File: config.mk
export PLATFORM = sky130hd
export DESIGN_NAME = rfps_supervisor
export DESIGN_NICKNAME = d
export VERILOG_FILES = /design/src/hw/rfps_pkg.sv /design/src/hw/rfps_sync.sv /design/src/hw/rfps_timer.sv /design/src/hw/rfps_supervisor.sv
export SDC_FILE = /design/constraint.sdc
export NUM_CORES = 1
export LEC_CHECK = 0
export CORE_UTILIZATION = 60
export CTS_BUF_LIST = sky130_fd_sc_hd__clkbuf_4 sky130_fd_sc_hd__clkbuf_8
export DETAILED_ROUTE_END_ITERATION = 10
export DONT_BUFFER_PORTS = 1
export HOLD_SLACK_MARGIN = 0.02
export PLACE_DENSITY = 0.74
export SYNTH_ARGS = -nofsm -noshare
export SYNTH_HDL_FRONTEND = slang
export SYNTH_HIERARCHICAL = 1
export SYNTH_SLANG_ARGS = --single-unit
File: constraint.sdc
create_clock -name clk_sys_in -period 3.68 [get_ports clk_sys_in]
set_input_delay 0.736 -clock clk_sys_in [delete_from_list [all_inputs] [get_ports clk_sys_in]]
set_output_delay 0.736 -clock clk_sys_in [all_outputs]
set_load 0.01 [all_outputs]
File: src/hw/rfps_pkg.sv
package rfps_pkg;
  // clock and timing
  localparam int unsigned CLK_PERIOD_PS = 8000;
  localparam int unsigned MIN_OFF_NS = 120;
  localparam int unsigned MIN_OFF_CYC = (MIN_OFF_NS * 1000 + CLK_PERIOD_PS - 1) / CLK_PERIOD_PS;
  localparam int unsigned OV_DELAY_NS = 5000;
  localparam int unsigned OV_DELAY_CYC = (OV_DELAY_NS * 1000 + CLK_PERIOD_PS - 1) / CLK_PERIOD_PS;
  localparam int unsigned HICCUP_BLANK_US = 1000;
  localparam int unsigned HICCUP_BLANK_CYC = (HICCUP_BLANK_US * 1000) / (CLK_PERIOD_PS / 1000);
  // register offsets
  localparam logic [7:0] ADDR_VIN_READING = 8'h0c;
  localparam logic [7:0] ADDR_VOUT_READING = 8'h0d;
  localparam logic [7:0] ADDR_IOUT_READING = 8'h0e;
  localparam logic [7:0] ADDR_TEMP_READING = 8'h0f;
  localparam logic [7:0] ADDR_GOOD_MODE = 8'h14;
  localparam logic [7:0] ADDR_OV_LIMIT = 8'h17;
  localparam logic [7:0] ADDR_GOOD_LEVEL = 8'h18;
  localparam logic [7:0] ADDR_THERMAL_LIMIT = 8'h19;
  // field positions and reset values
  localparam int unsigned GOOD_MODE_BIT_POS = 0;
  localparam int unsigned CODE_LSB = 0;
  localparam logic GOOD_MODE_RESET = 1'b1;
  localparam logic [1:0] OV_CODE_RESET = 2'h3;
  localparam logic [1:0] GOOD_CODE_RESET = 2'h2;
  localparam logic [1:0] THERMAL_CODE_RESET = 2'h3;
  // limits, in sense units (percent of target, 1/32 A, degrees C)
  localparam logic [7:0] OC_LIMIT_CODE = 8'hc0;
  localparam logic [7:0] CURRENT_ZERO = 8'h00;
  localparam logic [7:0] HYST_PCT = 8'h05;
  localparam logic signed [8:0] THERMAL_HYST_C = 9'sh019;
  localparam logic [7:0] SS_NEAR_PCT = 8'h62;

  // register port request, from logic on the same clock
  typedef struct packed {
    logic [7:0] addr;
    logic [7:0] wdata;
    logic write;
    logic read;
  } rfps_reg_req_t;

  // analog sense and pin levels, all sampled from outside the clock domain
  typedef struct packed {
    logic enable;
    logic bias_ok;
    logic hs_request;
    logic [7:0] vin_code;
    logic [7:0] vout_code;
    logic [7:0] current_code;
    logic [8:0] temp_c;
    logic [7:0] feedback_pct;
    logic [7:0] ss_ref_pct;
  } rfps_sense_t;

  // over-voltage limit in percent of target
  function automatic logic [7:0] ov_limit_pct(input logic [1:0] code);
    case (code)
      2'h0: ov_limit_pct = 8'h69;
      2'h1: ov_limit_pct = 8'h6e;
      2'h2: ov_limit_pct = 8'h73;
      default: ov_limit_pct = 8'h78;
    endcase
  endfunction

  // output-good upper level in percent of target
  function automatic logic [7:0] good_level_pct(input logic [1:0] code);
    case (code)
      2'h0: good_level_pct = 8'h50;
      2'h1: good_level_pct = 8'h55;
      2'h2: good_level_pct = 8'h5a;
      default: good_level_pct = 8'h5f;
    endcase
  endfunction

  // thermal limit in degrees C
  function automatic logic signed [8:0] thermal_limit_c(input logic [1:0] code);
    case (code)
      2'h0: thermal_limit_c = 9'sh04b;
      2'h1: thermal_limit_c = 9'sh055;
      2'h2: thermal_limit_c = 9'sh07d;
      default: thermal_limit_c = 9'sh091;
    endcase
  endfunction
endpackage

File: src/hw/rfps_sync.sv
module rfps_sync #(
  parameter int unsigned WIDTH = 1
) (
  // clock and reset
  input wire logic clk_sys_in,
  input wire logic resetn_in,
  // levels from outside the domain
  input wire logic [WIDTH-1:0] async_in,
  // levels after two flip-flops
  output logic [WIDTH-1:0] sync_out
);
  logic [WIDTH-1:0] stage1_q; // first stage, read only by the second
  logic [WIDTH-1:0] stage2_q; // second stage

  // two-flop synchroniser
  always_ff @(posedge clk_sys_in) begin
    if (!resetn_in) begin
      stage1_q <= '0;
      stage2_q <= '0;
    end else begin
      stage1_q <= async_in;
      stage2_q <= stage1_q;
    end
  end

  assign sync_out = stage2_q;
endmodule

File: src/hw/rfps_timer.sv
module rfps_timer #(
  parameter int unsigned LIMIT = 15
) (
  // clock and reset
  input wire logic clk_sys_in,
  input wire logic resetn_in,
  // count while high, clear while low
  input wire logic run_in,
  // high once LIMIT cycles of run have passed
  output logic done_out
);
  localparam int unsigned W = $clog2(LIMIT + 1);
  localparam logic [W-1:0] LIMIT_V = W'(LIMIT);

  logic [W-1:0] count_q; // saturating cycle count

  // count up to the limit and hold there
  always_ff @(posedge clk_sys_in) begin
    if (!resetn_in) begin
      count_q <= '0;
    end else if (!run_in) begin
      count_q <= '0;
    end else if (count_q != LIMIT_V) begin
      count_q <= count_q + 1'b1;
    end
  end

  assign done_out = (count_q == LIMIT_V);
endmodule

File: src/hw/rfps_supervisor.sv
module rfps_supervisor
  import rfps_pkg::*;
#(
  parameter int unsigned HICCUP_CYC = rfps_pkg::HICCUP_BLANK_CYC
) (
  // clock and reset
  input wire logic clk_sys_in,
  input wire logic resetn_in,
  // pins and analog sense, asynchronous
  input wire logic enable_in,
  input wire logic bias_ok_in,
  input wire logic hs_request_in,
  input wire logic [7:0] vin_code_in,
  input wire logic [7:0] vout_code_in,
  input wire logic [7:0] current_code_in,
  input wire logic [8:0] temp_c_in,
  input wire logic [7:0] feedback_sense_in,
  input wire logic [7:0] ss_ref_pct_in,
  // register port
  input wire rfps_pkg::rfps_reg_req_t reg_req_in,
  output logic [7:0] reg_rdata_out,
  output logic reg_rvalid_out,
  // gate and status outputs
  output logic hs_gate_out,
  output logic ls_gate_out,
  output logic softstart_reset_out,
  output logic output_good_out
);
  import rfps_pkg::*;

  ////////////////////////////////////////////////////////////////////////////
  // declarations
  ////////////////////////////////////////////////////////////////////////////

  typedef enum logic [2:0] {
    ST_OFF,
    ST_RUN,
    ST_OC_DRAIN,
    ST_HICCUP,
    ST_OV_LATCH,
    ST_OT
  } rfps_state_t;

  rfps_sense_t sense_raw; // packed pin levels
  rfps_sense_t sense; // synchronised pin levels
  rfps_state_t state_q; // supervisor state
  rfps_state_t state_d;
  logic good_mode_q; // 1 threshold, 0 reference
  logic [1:0] ov_code_q; // over-voltage limit code
  logic [1:0] good_code_q; // output-good level code
  logic [1:0] thermal_code_q; // thermal limit code
  logic hs_q; // high-side gate
  logic hs_d;
  logic ls_q; // low-side gate
  logic ls_d;
  logic ss_reset_q; // soft-start held low
  logic good_q; // output good
  logic good_d;
  logic gate_seen_q; // first high-side pulse issued
  logic started_q; // output good reached once this start
  logic ov_discharge_q; // low side still discharging in latch
  logic [7:0] rdata_q; // read data
  logic rvalid_q; // read answer strobe

  ////////////////////////////////////////////////////////////////////////////
  // input synchronisation
  ////////////////////////////////////////////////////////////////////////////

  assign sense_raw = '{enable: enable_in, bias_ok: bias_ok_in, hs_request: hs_request_in,
                       vin_code: vin_code_in, vout_code: vout_code_in,
                       current_code: current_code_in, temp_c: temp_c_in,
                       feedback_pct: feedback_sense_in, ss_ref_pct: ss_ref_pct_in};

  // all pins pass two flip-flops before use
  rfps_sync #(
    .WIDTH($bits(rfps_sense_t))
  ) u_sync (
    .clk_sys_in(clk_sys_in),
    .resetn_in(resetn_in),
    .async_in(sense_raw),
    .sync_out(sense)
  );

  ////////////////////////////////////////////////////////////////////////////
  // thresholds and comparisons
  ////////////////////////////////////////////////////////////////////////////

  wire power_on = sense.enable && sense.bias_ok; // enable and bias both up
  wire [7:0] ov_limit = ov_limit_pct(ov_code_q);
  wire [7:0] ov_release = ov_limit - HYST_PCT; // latched discharge stop level
  wire [7:0] good_upper = good_level_pct(good_code_q);
  wire [7:0] good_lower = good_upper - HYST_PCT; // falling output-good level
  wire signed [8:0] ot_limit = thermal_limit_c(thermal_code_q);
  wire signed [8:0] ot_restart = ot_limit - THERMAL_HYST_C; // auto-restart level
  wire signed [8:0] temp_s = $signed(sense.temp_c); // die temperature

  wire ov_above = sense.feedback_pct > ov_limit; // feedback over limit
  wire ot_above = temp_s > ot_limit; // die too hot
  wire ot_cool = temp_s <= ot_restart;
  wire current_zero = sense.current_code == CURRENT_ZERO; // low-side current gone

  ////////////////////////////////////////////////////////////////////////////
  // timers
  ////////////////////////////////////////////////////////////////////////////

  logic ov_qualified; // over limit longer than the delay
  logic minoff_done; // low side has had its minimum time
  logic blank_done; // hiccup blanking has ended

  // runs in every active state, ramp included
  wire ov_run = ov_above && (state_q != ST_OFF) && (state_q != ST_OV_LATCH);
  rfps_timer #(
    .LIMIT(OV_DELAY_CYC)
  ) u_ov_timer (
    .clk_sys_in(clk_sys_in),
    .resetn_in(resetn_in),
    .run_in(ov_run),
    .done_out(ov_qualified)
  );

  // minimum low-side interval after each high pulse
  wire minoff_run = (state_q == ST_RUN) && !hs_q;
  rfps_timer #(
    .LIMIT(MIN_OFF_CYC)
  ) u_minoff_timer (
    .clk_sys_in(clk_sys_in),
    .resetn_in(resetn_in),
    .run_in(minoff_run),
    .done_out(minoff_done)
  );

  wire blank_run = state_q == ST_HICCUP;
  rfps_timer #(
    .LIMIT(HICCUP_CYC)
  ) u_blank_timer (
    .clk_sys_in(clk_sys_in),
    .resetn_in(resetn_in),
    .run_in(blank_run),
    .done_out(blank_done)
  );

  // current sampled only in the minimum low-side window
  wire sample_window = minoff_run && !minoff_done;
  // over-current when current exceeds the fixed limit
  wire oc_fault = sample_window && (sense.current_code > OC_LIMIT_CODE);

  ////////////////////////////////////////////////////////////////////////////
  // supervisor state machine
  ////////////////////////////////////////////////////////////////////////////

  // next state; over-voltage first, then temperature, then current
  always_comb begin
    state_d = state_q;
    if (!power_on) begin
      // only enable or bias cycling leaves the latch
      state_d = ST_OFF;
    end else begin
      case (state_q)
        ST_OFF: begin
          state_d = ST_RUN;
        end
        ST_RUN: begin
          if (ov_qualified) begin
            state_d = ST_OV_LATCH;
          end else if (ot_above) begin
            state_d = ST_OT;
          end else if (oc_fault) begin
            state_d = ST_OC_DRAIN;
          end
        end
        ST_OC_DRAIN: begin
          if (ov_qualified) begin
            state_d = ST_OV_LATCH;
          end else if (ot_above) begin
            state_d = ST_OT;
          end else if (current_zero) begin
            state_d = ST_HICCUP;
          end
        end
        ST_HICCUP: begin
          if (ov_qualified) begin
            state_d = ST_OV_LATCH;
          end else if (ot_above) begin
            state_d = ST_OT;
          end else if (blank_done) begin
            state_d = ST_RUN;
          end
        end
        ST_OV_LATCH: begin
          // no restart of any kind from here
          state_d = ST_OV_LATCH;
        end
        ST_OT: begin
          if (ov_qualified) begin
            state_d = ST_OV_LATCH;
          end else if (ot_cool) begin
            state_d = ST_RUN;
          end
        end
        default: begin
          state_d = ST_OFF;
        end
      endcase
    end
  end

  // state register
  always_ff @(posedge clk_sys_in) begin
    if (!resetn_in) begin
      state_q <= ST_OFF;
    end else begin
      state_q <= state_d;
    end
  end

  ////////////////////////////////////////////////////////////////////////////
  // gate drive
  ////////////////////////////////////////////////////////////////////////////

  // high side only in run, on request, after the minimum low-side time;
  // once on it stays on while requested, as the timer clears under it
  // any fault state drops the high side at once
  assign hs_d = (state_d == ST_RUN) && (state_q == ST_RUN) && sense.hs_request && (hs_q || minoff_done);

  // low side per state
  always_comb begin
    case (state_d)
      ST_RUN: ls_d = !hs_d;
      // low side stays on until current reaches zero
      ST_OC_DRAIN: ls_d = 1'b1;
      // stop discharging below limit less hysteresis
      ST_OV_LATCH: ls_d = (state_q != ST_OV_LATCH) || (ov_discharge_q && (sense.feedback_pct >= ov_release));
      default: ls_d = 1'b0;
    endcase
  end

  // discharge flag, cleared for good once feedback falls low enough
  always_ff @(posedge clk_sys_in) begin
    if (!resetn_in) begin
      ov_discharge_q <= 1'b0;
    end else if (state_d != ST_OV_LATCH) begin
      ov_discharge_q <= 1'b0;
    end else begin
      ov_discharge_q <= ls_d;
    end
  end

  // gate flip-flops; soft-start held low outside run
  // soft-start pulled low on over-current
  always_ff @(posedge clk_sys_in) begin
    if (!resetn_in) begin
      hs_q <= 1'b0;
      ls_q <= 1'b0;
      ss_reset_q <= 1'b1;
    end else begin
      hs_q <= hs_d;
      ls_q <= ls_d;
      ss_reset_q <= (state_d != ST_RUN);
    end
  end

  ////////////////////////////////////////////////////////////////////////////
  // output good
  ////////////////////////////////////////////////////////////////////////////

  // first high pulse of this start has been issued
  always_ff @(posedge clk_sys_in) begin
    if (!resetn_in) begin
      gate_seen_q <= 1'b0;
    end else if (state_q != ST_RUN) begin
      gate_seen_q <= 1'b0;
    end else if (hs_q) begin
      gate_seen_q <= 1'b1;
    end
  end

  // allowed only when powered, fault free and switching
  // not before the first high pulse
  wire good_allowed = (state_d == ST_RUN) && (state_q == ST_RUN) && gate_seen_q;

  // output good decision
  always_comb begin
    good_d = good_q;
    if (!good_allowed) begin
      // low on faults and when off
      good_d = 1'b0;
    end else if (!good_mode_q && !started_q) begin
      good_d = sense.ss_ref_pct >= SS_NEAR_PCT;
    end else if (sense.feedback_pct > good_upper) begin
      good_d = 1'b1;
    end else if (sense.feedback_pct < good_lower) begin
      good_d = 1'b0;
    end
  end

  // good flag and first-assertion tracking
  // mode bit picks start behaviour
  always_ff @(posedge clk_sys_in) begin
    if (!resetn_in) begin
      good_q <= 1'b0;
      started_q <= 1'b0;
    end else begin
      good_q <= good_d;
      started_q <= good_allowed && (started_q || good_d);
    end
  end

  ////////////////////////////////////////////////////////////////////////////
  // register port
  ////////////////////////////////////////////////////////////////////////////

  wire wr_mode = reg_req_in.write && (reg_req_in.addr == ADDR_GOOD_MODE); // mode write
  wire wr_ov = reg_req_in.write && (reg_req_in.addr == ADDR_OV_LIMIT); // limit write
  wire wr_good = reg_req_in.write && (reg_req_in.addr == ADDR_GOOD_LEVEL); // level write
  wire wr_ot = reg_req_in.write && (reg_req_in.addr == ADDR_THERMAL_LIMIT); // limit write

  // writable fields
  always_ff @(posedge clk_sys_in) begin
    if (!resetn_in) begin
      good_mode_q <= GOOD_MODE_RESET;
      ov_code_q <= OV_CODE_RESET;
      good_code_q <= GOOD_CODE_RESET;
      thermal_code_q <= THERMAL_CODE_RESET;
    end else begin
      if (wr_mode) begin
        good_mode_q <= reg_req_in.wdata[GOOD_MODE_BIT_POS];
      end
      if (wr_ov) begin
        ov_code_q <= reg_req_in.wdata[CODE_LSB +: 2];
      end
      if (wr_good) begin
        good_code_q <= reg_req_in.wdata[CODE_LSB +: 2];
      end
      if (wr_ot) begin
        thermal_code_q <= reg_req_in.wdata[CODE_LSB +: 2];
      end
    end
  end

  // read selection; unused bits and unmapped offsets read zero
  // input voltage code passes straight through
  // output voltage code passes straight through
  logic [7:0] rsel;
  always_comb begin
    case (reg_req_in.addr)
      ADDR_VIN_READING: rsel = sense.vin_code;
      ADDR_VOUT_READING: rsel = sense.vout_code;
      ADDR_IOUT_READING: rsel = sense.current_code;
      ADDR_TEMP_READING: rsel = sense.temp_c[7:0];
      ADDR_GOOD_MODE: rsel = {7'h00, good_mode_q};
      ADDR_OV_LIMIT: rsel = {6'h00, ov_code_q};
      ADDR_GOOD_LEVEL: rsel = {6'h00, good_code_q};
      ADDR_THERMAL_LIMIT: rsel = {6'h00, thermal_code_q};
      default: rsel = 8'h00;
    endcase
  end

  // read answer one cycle after the request
  always_ff @(posedge clk_sys_in) begin
    if (!resetn_in) begin
      rdata_q <= 8'h00;
      rvalid_q <= 1'b0;
    end else begin
      rvalid_q <= reg_req_in.read;
      if (reg_req_in.read) begin
        rdata_q <= rsel;
      end
    end
  end

  ////////////////////////////////////////////////////////////////////////////
  // outputs
  ////////////////////////////////////////////////////////////////////////////

  assign hs_gate_out = hs_q;
  assign ls_gate_out = ls_q;
  assign softstart_reset_out = ss_reset_q;
  assign output_good_out = good_q;
  assign reg_rdata_out = rdata_q;
  assign reg_rvalid_out = rvalid_q;
endmodule

==> flow_results.org, run 1 <==
** Job
- Across the run, the number of max-cap violations was 0.

** Synth
- The Yosys step of the flow raised 6 warnings.
- Syn_area_per_cell :: 9.99 sq um
- Net count after synthesis :: 792
- Syn Inst Count :: 672
- Summed instance area of the synthesized netlist :: 6710 sq um

** Route
- Average wire length per cell after detail routing :: 14.9 um
- After detailed routing, the total wire length is 12300 um.
- DRC Markers :: 0
- Vias post-DR :: 4634
- In the routed layout, each cell is associated on average with a via count of 5.63.
- TritonRoute pass-1 iters :: 4
- Post-route ant nets :: 0
- After the first detailed-routing iteration, the DRC count stood at 242.

** Final layout
- Net count of the finished layout :: 790
- The post-route netlist has 9.08% of its cells at a drive strength greater than 1.
- The area growth from synthesis to layout is 6.64%.
- The number of antenna diodes in the final layout is 0.
- Excluding fillers, the count of instances in the completed layout stands at 823.
- Most frequent standard cell in the layout excluding fill and tap cells :: dfxtp_1
- Most frequent cells in the layout :: dfxtp_1 (159), and2_1 (107), ha_1 (48)

** Timing
- Clock period minus final worst setup slack :: 2910 ps
- The hold violation count in the final report is 0.
- Setup violations remaining at the end of the flow were counted as 0.
- Max_slew headroom :: 61.5%
- Portion of the clock cycle consumed by the worst path in the final layout :: 79.2%
- Setup repair after global routing left no endpoint under its margin.
- Max frequency :: 0.343 GHz
- Worst-margin pin slew :: 573 ps
- Setup TNS :: 0 ps
- Across the routed clock network, the largest skew measured is 8.87 ps.
- Number of max-slew violations in the final report :: 0

** Pwr
- Of the total power, registers draw 56.8%.
- Power spread over the standard cell area amounts to 441 nW/um^2.
- Switching Fraction :: 22.3%
- P_sw :: 704 uW
- Peak ir drop on the vdd network :: 421 uV
- Part of the power in the clock network :: 40.3%
- Internal power comes to 2450 uW.
- Static Leak :: 0.00287 uW
- Combinational logic is responsible for 2.9% of the overall power.

** Clocking
- Worst skew pair latency :: 440 ps
- The number of clock buffers added by TritonCTS is 17.
- The tree is rooted in a clkbuf_8.
- Maximum clock path buffer count :: 2
- Number of levels the H-tree was split into :: 4
- Gates resized during post-CTS repair numbered 0.
- Clock-pin transition on the worst setup and hold timing paths :: 80 ps
- Post-CTS setup repair buffer count :: 0
- Hold repair after CTS inserted 0 buffers.
- CTS tree :: yes
- For this design, the sink count on the clock tree is 159.

** Setup path
- Reg-to-reg critical path startpoint :: thermal_code_q[1]
- Minimum setup slack among reg-to-reg paths :: 770 ps
- Worst-path maximum fanout :: 5
- Critical path endpoint :: ls_gate_out
- Critical Path End Type :: flip-flop
- CP arrival :: 3250 ps
- The worst register-to-register path ends at ls_gate_out.
- STA puts the critical path data required time at 4010 ps.
- The critical path is of the reg -> reg type.
- Worst setup path start :: thermal_code_q[1]
- Critical path startpoint category :: flip-flop
- Counting cells, the worst reg-to-reg path comes to 10.

** Die
- Die Outline Area :: 11600 sq um
- Effective utilization at floorplan :: 61.6%
- Core area :: 10900 sq um
- Std cell rows :: 38
- Measured along the y axis, the die boundary spans 108 um.
- 85 I/O pins were placed.
- Measured along the x axis, the die boundary spans 108 um.

** GRT
- Antenna violations before repair :: 0
- The first global-routing pass estimated 20900 um of wire.
- Across every metal layer, demand over resource in global routing totals 23.2%.
- Remaining Overflow, GRT :: 0
- The via count of the first global-routing pass is 4488.
- Maximum number of pins on one net before global-route repair :: 129

** Min path
- The min-delay analysis places its worst path in the category in -> reg.

** Placed design
- In this run, placement finished with an instance count of 791.
- The count of buffers added on input and output ports is 0.
- After legalization and detailed placement, the total HPWL measured 9170 um.
- The congestion estimate from routability-driven global placement came to 0.845.

** Outcome
- The flow ran to the end, and the final reports show no timing, DRC or antenna violations.
-- final cells by class --
cell class | count | area (sq um)
Tap cell | 140 | 175
Sequential cell | 159 | 3180
Clock buffer | 21 | 289
Clock inverter | 11 | 120
Multi-Input combinational cell | 460 | 3270
Fill cell | 870 | 3730
Inverter | 32 | 120
-- state kept, by name, summed over array words and instances, names as in the netlist, 2 cells and up --
register and count:
u_minoff_timer/count_q 4, state_q 3, reg_rdata_out 8, ov_code_q 2
thermal_code_q 2, good_code_q 2, u_sync/sync_out 51, u_blank_timer/count_q 17
u_sync/stage1_q 51, u_ov_timer/count_q 10
-- power by group through the flow --
stage	Sequential [uW]	Combinational, uW	Clock [uW]
CTS	1790	93.1	1310
floorplan	1820	100	0
finish	1790	92.2	1270
detailed placement	1840	92.7	0
global route	1800	106	1390
global placement	1830	89.2	0
-- worst min path at each step --
stage               slack, ps           startpoint  depth (start not counted)             endpoint
floorplan                 410  u_sync/stage1_q[10]                          1  u_sync/sync_out[10]
global placement          410   u_sync/stage1_q[5]                          1   u_sync/sync_out[5]
detailed placement        420  u_sync/stage1_q[36]                          1  u_sync/sync_out[36]
CTS                       330            resetn_in                          1       good_code_q[1]
global route              350            resetn_in                          1         ov_code_q[1]
finish                    410            resetn_in                          1         ov_code_q[1]
-- metrics by stage --
stage / worst slack, ps / power [uW] / util, % / hold slack (ps) / instance area, sq um
global route: 656 / 3300 / 65.7 / 346 / 7160
finish: 765 / 3160 / 65.7 / 405 / 7160
global placement: 877 / 1920 / 62.0 / 414 / 6750
floorplan: 1080 / 1930 / - / 412 / 6710
CTS: 774 / 3190 / 65.7 / 333 / 7160
detailed placement: 792 / 1930 / 62.0 / 417 / 6750
-- worst max-delay path, cell delays in order (launching register included) --
cell and delay, ps:
dfxtp_1 420, inv_1 100, ha_1 250, nor2_1 160, ha_1 270, nor4b_2 270, nand3_1 140, o311a_1 300
a221o_1 400, and4b_4 230, a211o_1 260
-- per-layer routing --
layer	global-route usage, %	share of wire [%]	vias to the layer above
met5	0	0	-
met4	11.0	1.7	0
met3	5.63	5.2	13
met2	38.0	49	115
met1	28.7	44	2186
li1	-	-	2320
(Power assumes the default switching activity.)
==> run 2: changes to the inputs <==
--- a/config.mk
+++ b/config.mk
@@ -5,6 +5,7 @@
 export SDC_FILE = /design/constraint.sdc
 export NUM_CORES = 1
 export LEC_CHECK = 0
+export ABC_AREA = 1
 export CORE_UTILIZATION = 60
 export CTS_BUF_LIST = sky130_fd_sc_hd__clkbuf_4 sky130_fd_sc_hd__clkbuf_8
 export DETAILED_ROUTE_END_ITERATION = 10
==> constraint.sdc (replaced) <==
create_clock -name clk_sys_in -period 2.7 [get_ports clk_sys_in]
set_input_delay 0.54 -clock clk_sys_in [delete_from_list [all_inputs] [get_ports clk_sys_in]]
set_output_delay 0.54 -clock clk_sys_in [all_outputs]
set_load 0.01 [all_outputs]
==> run 2 against run 1 <==
  * The flow now finishes with violations (DRC)
  * Via count grew 17%
  * Sequential share of layout area decreased by 2.6 points
  * Critical path type unchanged
  * Combinational power rose by 50%
  * Largest cell class is now registers
  * Die area is 6.2% higher
==> flow_results.org, run 2 <==
** Synth
- The mean area per synthesized cell was 7.36 sq um (was 9.99 sq um).
- Total of warnings raised by yosys :: 6 (unchanged)
- The gate count after technology mapping is 969 (was 672).
- Net count after synthesis :: 1089 (was 792)
- Summed instance area of the synthesized netlist :: 7130 sq um (was 6710 sq um)

** Setup path
- Crit-path cells :: inv_1, ha_1, inv_1, ha_1, a21oi_1, nor2_1, o211ai_1, nand2_1, o2111ai_1, a21oi_1, nand2_1, inv_1, o21ai_0, a21oi_1 (was inv_1, ha_1, nor2_1, ha_1, nor4b_2, nand3_1, o311a_1, a221o_1, and4b_4, a211o_1)
- CP arrival :: 2740 ps (was 3250 ps)
- The worst path required time came to 3040 ps (was 4010 ps).
- The highest cell delay on the worst timing path was 430 ps (was 420 ps).
- The type of the worst setup path is reg -> reg (unchanged).
- The sort of element at the end of the critical path is a flip-flop (unchanged).
- The largest fanout of any net on the critical path is 6 (was 5).
- The slowest cell on the critical path is dfxtp_1 (unchanged).
- The register-to-register setup slack was 300 ps (was 770 ps).
- The reg-to-reg startpoint is ov_code_q[0] (was thermal_code_q[1]).
- Critical path startpoint category :: flip-flop (unchanged)
- Worst setup path start :: ov_code_q[0] (was thermal_code_q[1])

** Timing
- Max_slew headroom :: 64.9% (was 61.5%)
- The maximum clock frequency came to 0.417 GHz (was 0.343 GHz).
- Worst-margin pin slew :: 524 ps (was 573 ps)
- The number of max-slew violations in the final report came to 0 (unchanged).
- The worst clock skew was 12.2 ps (was 8.87 ps).
- The final-report setup violation count was 0 (unchanged).
- The hold violation count in the final report is 0 (unchanged).
- The portion of the clock cycle consumed by the worst path in the final layout came to 88.9% (was 79.2%).
- Setup TNS :: 0 ps (unchanged)
- Unrepaired setup endpoints after global routing: false (unchanged).
- The minimum clock period is 2400 ps (was 2910 ps).

** Pwr
- Static Leak :: 0.00406 uW (was 0.00287 uW)
- Power per Cell Area :: 575 nW/um^2 (was 441 nW/um^2)
- The worst vdd rail ir drop came to 461 uV (was 421 uV).

** Clocking
- Number of levels the H-tree was split into :: 4 (unchanged)
- The number of buffers inserted by hold repair at cts came to 0 (unchanged).
- Post-cts resize count :: 0 (unchanged)
- The buffers inserted during post-CTS setup optimization is 0 (unchanged).
- The largest buffer count on any clock path is 2 (unchanged).
- Number of sinks on the clock net :: 159 (unchanged)
- The root buffer cell was clkbuf_8 (unchanged).
- The total CTS buffers is 17 (unchanged).
- The clock-pin slew on the worst setup and hold paths is 90 ps (was 80 ps).
- Worst skew pair latency :: 440 ps (about the same)
- CTS tree :: yes (unchanged)

** Placed design
- Count of buffers from port buffering :: 0 (unchanged)
- The post-placement cell count is 1098 (was 791).
- The placed wire-length estimate came to 9620 um (was 9170 um).
- The weighted congestion at the end of routability-driven global placement is 0.882 (was 0.845).

** Final layout
- Net count of the finished layout :: 1094 (was 790)
- Most frequent cells in the layout :: nand2_1 (249), inv_1 (195), dfxtp_1 (159) (was dfxtp_1 (159), and2_1 (107), ha_1 (48))
- Most frequent standard cell in the layout excluding fill and tap cells :: nand2_1 (was dfxtp_1)
- The post-route non-filler standard cell count is 1129 (was 823).
- Fill cell count :: 1029 (was 870)
- The area growth from synthesis to layout came to 6.61% (was 6.64%).
- The final antenna diode count is 0 (unchanged).
- Fraction of layout instances using a drive strength above 1 :: 8.22% (was 9.08%)

** Die
- Core area :: 11500 sq um (was 10900 sq um)
- Die Outline Area :: 12300 sq um (was 11600 sq um)
- Std cell rows :: 39 (was 38)
- Width of the die :: 111 um (was 108 um)
- The number of primary I/O pins was 85 (unchanged).
- Effective utilization at floorplan :: 61.9% (was 61.6%)
- The vertical die dimension was 111 um (was 108 um).

** Route
- Average wire length per cell after detail routing :: 11.4 um (was 14.9 um)
- The violation count after the first detailed-route iteration was 383 (was 242).
- DRC Markers :: 3 (was 0)
- The first-pass iteration count of the detailed router is 8 (was 4).
- Wirelength, routed :: 12900 um (was 12300 um)
- The post-route antenna net violation count came to 0 (unchanged).
- The via total after detailed routing came to 5440 (was 4634).
- The number of vias per cell came to 4.82 (was 5.63).

** Job
- The number of violations of the max-capacitance limit was 0 (unchanged).

** GRT
- The maximum number of pins on one net before global-route repair was 114 (was 129).
- Global-route wire length before repair :: 21800 um (was 20900 um)
- The via count of the first global-routing pass was 4910 (was 4488).
- All-layer global routing usage :: 22.3% (was 23.2%)
- The leftover overflow at the end of global routing is 0 (unchanged).
- The initial antenna violation count is 0 (unchanged).

** Min path
- Hold/Removal Path Class :: in -> reg (unchanged)
- The source of the worst hold timing path was temp_c_in[3] (was resetn_in).

** Outcome
- The checks that failed: DRC.
- Outcome: finished with violations (was finished clean).
-- run 2: critical path: cells and delay by family, from the launching register on --
family | cells | cell delay (ps)
flops | 1 | 430
simple gates | 3 | 290
fa+ha+maj | 2 | 640
compound gates | 6 | 620
buf+inv | 3 | 340
-- run 2: metrics by stage --
stage	worst slack (ps)	util, %	hold slack, ps	total power (uW)	instance area [sq um]
finish	299	66.0	186	4370	7600
detailed placement	272	62.5	395	2640	7190
CTS	272	66.0	157	4410	7600
global placement	321	62.5	393	2640	7190
global route	4.43	66.0	154	4560	7600
floorplan	566	-	390	2640	7130
-- run 2: area by class of cell --
type | count | area [sq um] | share of cell area [%]
inverters | 209 | 785 | 10.3
flip-flops and latches | 159 | 3180 | 41.9
clock buffers | 18 | 248 | 3.26
clock inverters | 13 | 163 | 2.14
well taps | 143 | 179 | 2.35
multi-input cells | 587 | 3050 | 40.1
-- run 2: worst paths after layout --
path                                end  cells past startpoint
setup / recovery  u_ov_timer/count_q[4]                     14
hold / removal      u_sync/stage1_q[19]                      2
hold reg to reg     u_sync/sync_out[27]                      2
setup reg to reg  u_ov_timer/count_q[4]                     14
-- run 2: layer usage --
metal,wire (um),global-route usage (%)
met3,653,7.27
met4,198,6.94
met1,6210,27.9
met2,5860,36.6
met5,0,0
-- run 2: power breakdown --
group / internal [uW] / switching [uW] / total, uW / leakage (uW)
clock network: 936 / 852 / 1790 / 0.000201
registers: 2420 / 30.1 / 2450 / 0.00130
logic: 55.0 / 83.0 / 138 / 0.00256
==> run 3: changes to the inputs <==
==> constraint.sdc (replaced) <==
create_clock -name clk_sys_in -period 3 [get_ports clk_sys_in]
set_input_delay 0.6 -clock clk_sys_in [delete_from_list [all_inputs] [get_ports clk_sys_in]]
set_output_delay 0.6 -clock clk_sys_in [all_outputs]
set_load 0.01 [all_outputs]
==> run 3 against run 2 <==
  * Clock skew up 2.3 ps
  * Via count decreased by 1.3%
  * Critical path type unchanged
  * First-iteration DRC count decreased by 16%
  * Die area unchanged
  * Largest cell class unchanged
  * Critical path depth did not move
  * The flow still finishes with violations (DRC)
  * Sequential power is 10% lower
==> flow_results.org, run 3 (synthesis gave the netlist of run 2 again) <==
** Route
- The post-route antenna net violation count came to 0 (unchanged).
- Per-cell via count in the routed design :: 4.75 (was 4.82)
- The violation count after the first detailed-route iteration was 320 (was 383).
- The average detailed-routed wire length per instance came to 11.4 um (about the same).
- DRC Markers :: 4 (was 3)
- The first-pass iteration count of the detailed router was 8 (unchanged).
- Vias post-DR :: 5372 (was 5440)
- The overall routed net length is 12900 um (about the same).

** Timing
- The worst clock skew was 14.5 ps (was 12.2 ps).
- Setup-failing EPs final :: 0 (unchanged)
- The final-layout setup total negative slack is 0 ps (unchanged).
- Max_slew headroom :: 64.8% (was 64.9%)
- Final hold vios :: 0 (unchanged)
- Clock period minus final worst setup slack :: 2460 ps (was 2400 ps)
- Worst-margin pin slew :: 524 ps (about the same)
- Number of max-slew violations in the final report :: 0 (unchanged)
- Unrepaired setup endpoints after global routing :: false (unchanged)
- The portion of the clock cycle consumed by the worst path in the final layout is 82.0% (was 88.9%).
- The maximum clock frequency came to 0.407 GHz (was 0.417 GHz).

** Min path
- The worst min-delay path class is in -> reg (unchanged).

** Final layout
- The fill cell total of the finished layout is 985 (was 1029).
- Most frequent standard cell in the layout excluding fill and tap cells :: nand2_1 (unchanged)
- Net count of the finished layout :: 1094 (unchanged)
- The post-route standard cell area excluding fillers was 7620 sq um (was 7600 sq um).
- Fraction of layout instances using a drive strength above 1 :: 8.31% (was 8.22%)
- Diodes inserted :: 0 (unchanged)
- Most frequent cells in the layout :: nand2_1 (249), inv_1 (195), dfxtp_1 (159) (unchanged)
- P&R area growth vs syn :: 6.88% (was 6.61%)
- The post-route core utilization is 66.2% (was 66.0%).

** Setup path
- Start-to-end type of the worst setup path :: reg -> reg (unchanged)
- CP arrival :: 2850 ps (was 2740 ps)
- Minimum setup slack among reg-to-reg paths :: 540 ps (was 300 ps)
- Critical Path End Type :: flip-flop (unchanged)
- Worst-path maximum fanout :: 6 (unchanged)
- Critical path startpoint category :: flip-flop (unchanged)
- Required time at the endpoint of the critical path :: 3390 ps (was 3040 ps)

** Clocking
- Post-CTS setup repair buffer count :: 0 (unchanged)
- Clock-pin transition on the worst setup and hold timing paths :: 90 ps (about the same)
- CTS tree :: yes (unchanged)
- Number of levels the H-tree was split into :: 4 (unchanged)
- Cts-stage hold buffer count :: 0 (unchanged)
- Worst skew pair latency :: 460 ps (was 440 ps)
- Maximum clock path buffer count :: 2 (unchanged)
- Number of sinks on the clock net :: 159 (unchanged)
- The number of instances resized during post-cts repair is 0 (unchanged).
- Total CTS buffers :: 17 (unchanged)
- The root buffer cell is clkbuf_8 (unchanged).

** Pwr
- The portion of total power attributed to sequential cells is 54.6% (was 56.0%).
- The total leakage power came to 0.00408 uW (was 0.00406 uW).
- Part of the power in the clock network :: 42.4% (was 40.9%)
- The net switching share of the total power came to 23.7% (was 22.1%).
- Combinational cell fraction of total power :: 3.0% (was 3.2%)
- The worst vdd rail ir drop is 461 uV (about the same).
- P_sw :: 954 uW (was 965 uW)
- The total internal power came to 3080 uW (was 3410 uW).
- The power density normalized to cell area came to 529 nW/um^2 (was 575 nW/um^2).

** Die
- Width of the die :: 111 um (unchanged)
- Ports placed on the boundary :: 85 (unchanged)
- Die outline height :: 111 um (unchanged)
- Std cell rows :: 39 (unchanged)
- The placeable core region came to 11500 sq um (unchanged).
- Effective utilization at floorplan :: 61.9% (unchanged)
- The die outline area is 12300 sq um (unchanged).

** Placed design
- The placed wire-length estimate came to 9400 um (was 9620 um).
- The area of placed instances came to 7190 sq um (unchanged).
- The number of input and output port buffers inserted came to 0 (unchanged).
- The weighted congestion at the end of routability-driven global placement was 0.888 (was 0.882).

** GRT
- Antenna violations before repair :: 0 (unchanged)
- The via count of the first global-routing pass is 4848 (was 4910).
- Global-route wire length before repair :: 21500 um (was 21800 um)
- The leftover overflow at the end of global routing came to 0 (unchanged).
- All-layer global routing usage :: 22.3% (about the same)
- Maximum number of pins on one net before global-route repair :: 114 (unchanged)

** Job
- Max capacitance violation total :: 0 (unchanged)

** Outcome
- Failing checks: DRC (unchanged).
- Outcome :: finished with violations (unchanged)
run 3: changes by cell type in the layout (fill, tap and decap cells not counted), sizes merged:
cell | before | now
clkbuf | 18 | 17
clkinv | 6 | 3
clkinvlp | 3 | 0
inv | 210 | 218
run 3: power groups by stage:
stage	sequential (uW)	clock [uW]	combinational, uW
floorplan	2240	0	131
finish	2200	1710	122
global route	2210	1830	147
global placement	2250	0	121
CTS	2200	1740	123
detailed placement	2250	0	123
run 3: critical path, cell delays in order, from the launching register on:
cell and delay, ps:
dfxtp_1 440, inv_1 140, ha_1 340, inv_1 60, ha_1 290, a21oi_1 70
nor2_1 90, o211ai_1 90, nand2_1 70, o2111ai_1 100, a21oi_1 160, nand2_1 150
inv_1 180, o21ai_0 110, a21oi_1 110
run 3: worst paths after layout:
| check | depth (start not counted) | from | endpoint |
|---|---|---|---|
| setup / recovery | 14 | ov_code_q[0] | u_ov_timer/count_q[4] |
| hold / removal | 2 | bias_ok_in | u_sync/stage1_q[50] |
| setup reg to reg | 14 | ov_code_q[0] | u_ov_timer/count_q[4] |
| hold reg to reg | 2 | u_sync/stage1_q[31] | u_sync/sync_out[31] |
run 3: per-stage QoR:
step                      setup WS, ps  cells  power (uW)  hold slack (ps)
after floorplan                    866    969        2370              390
after global placement             608   1098        2370              395
after detailed placement           554   1098        2370              394
after CTS                          541   1130        4070              198
after global routing               286   1130        4190              194
final                              541   1130        4030              229
run 3: per-layer routing:
| metal | global-route usage, % | up-vias | routed length, um |
|---|---|---|---|
| met2 | 36.1 | 98 | 5880 |
| met4 | 8.20 | 0 | 141 |
| li1 | - | 2950 | - |
| met5 | 0 | - | 0 |
| met1 | 27.7 | 2312 | 6160 |
| met3 | 7.44 | 12 | 692 |
run 3: cell type report:
class	instances	area, sq um	area share (%)
Inverter	209	785	10.3
Multi-Input combinational cell	587	3050	40.0
Tap cell	143	179	2.35
Sequential cell	159	3180	41.8
Clock buffer	17	234	3.07
Clock inverter	15	195	2.56
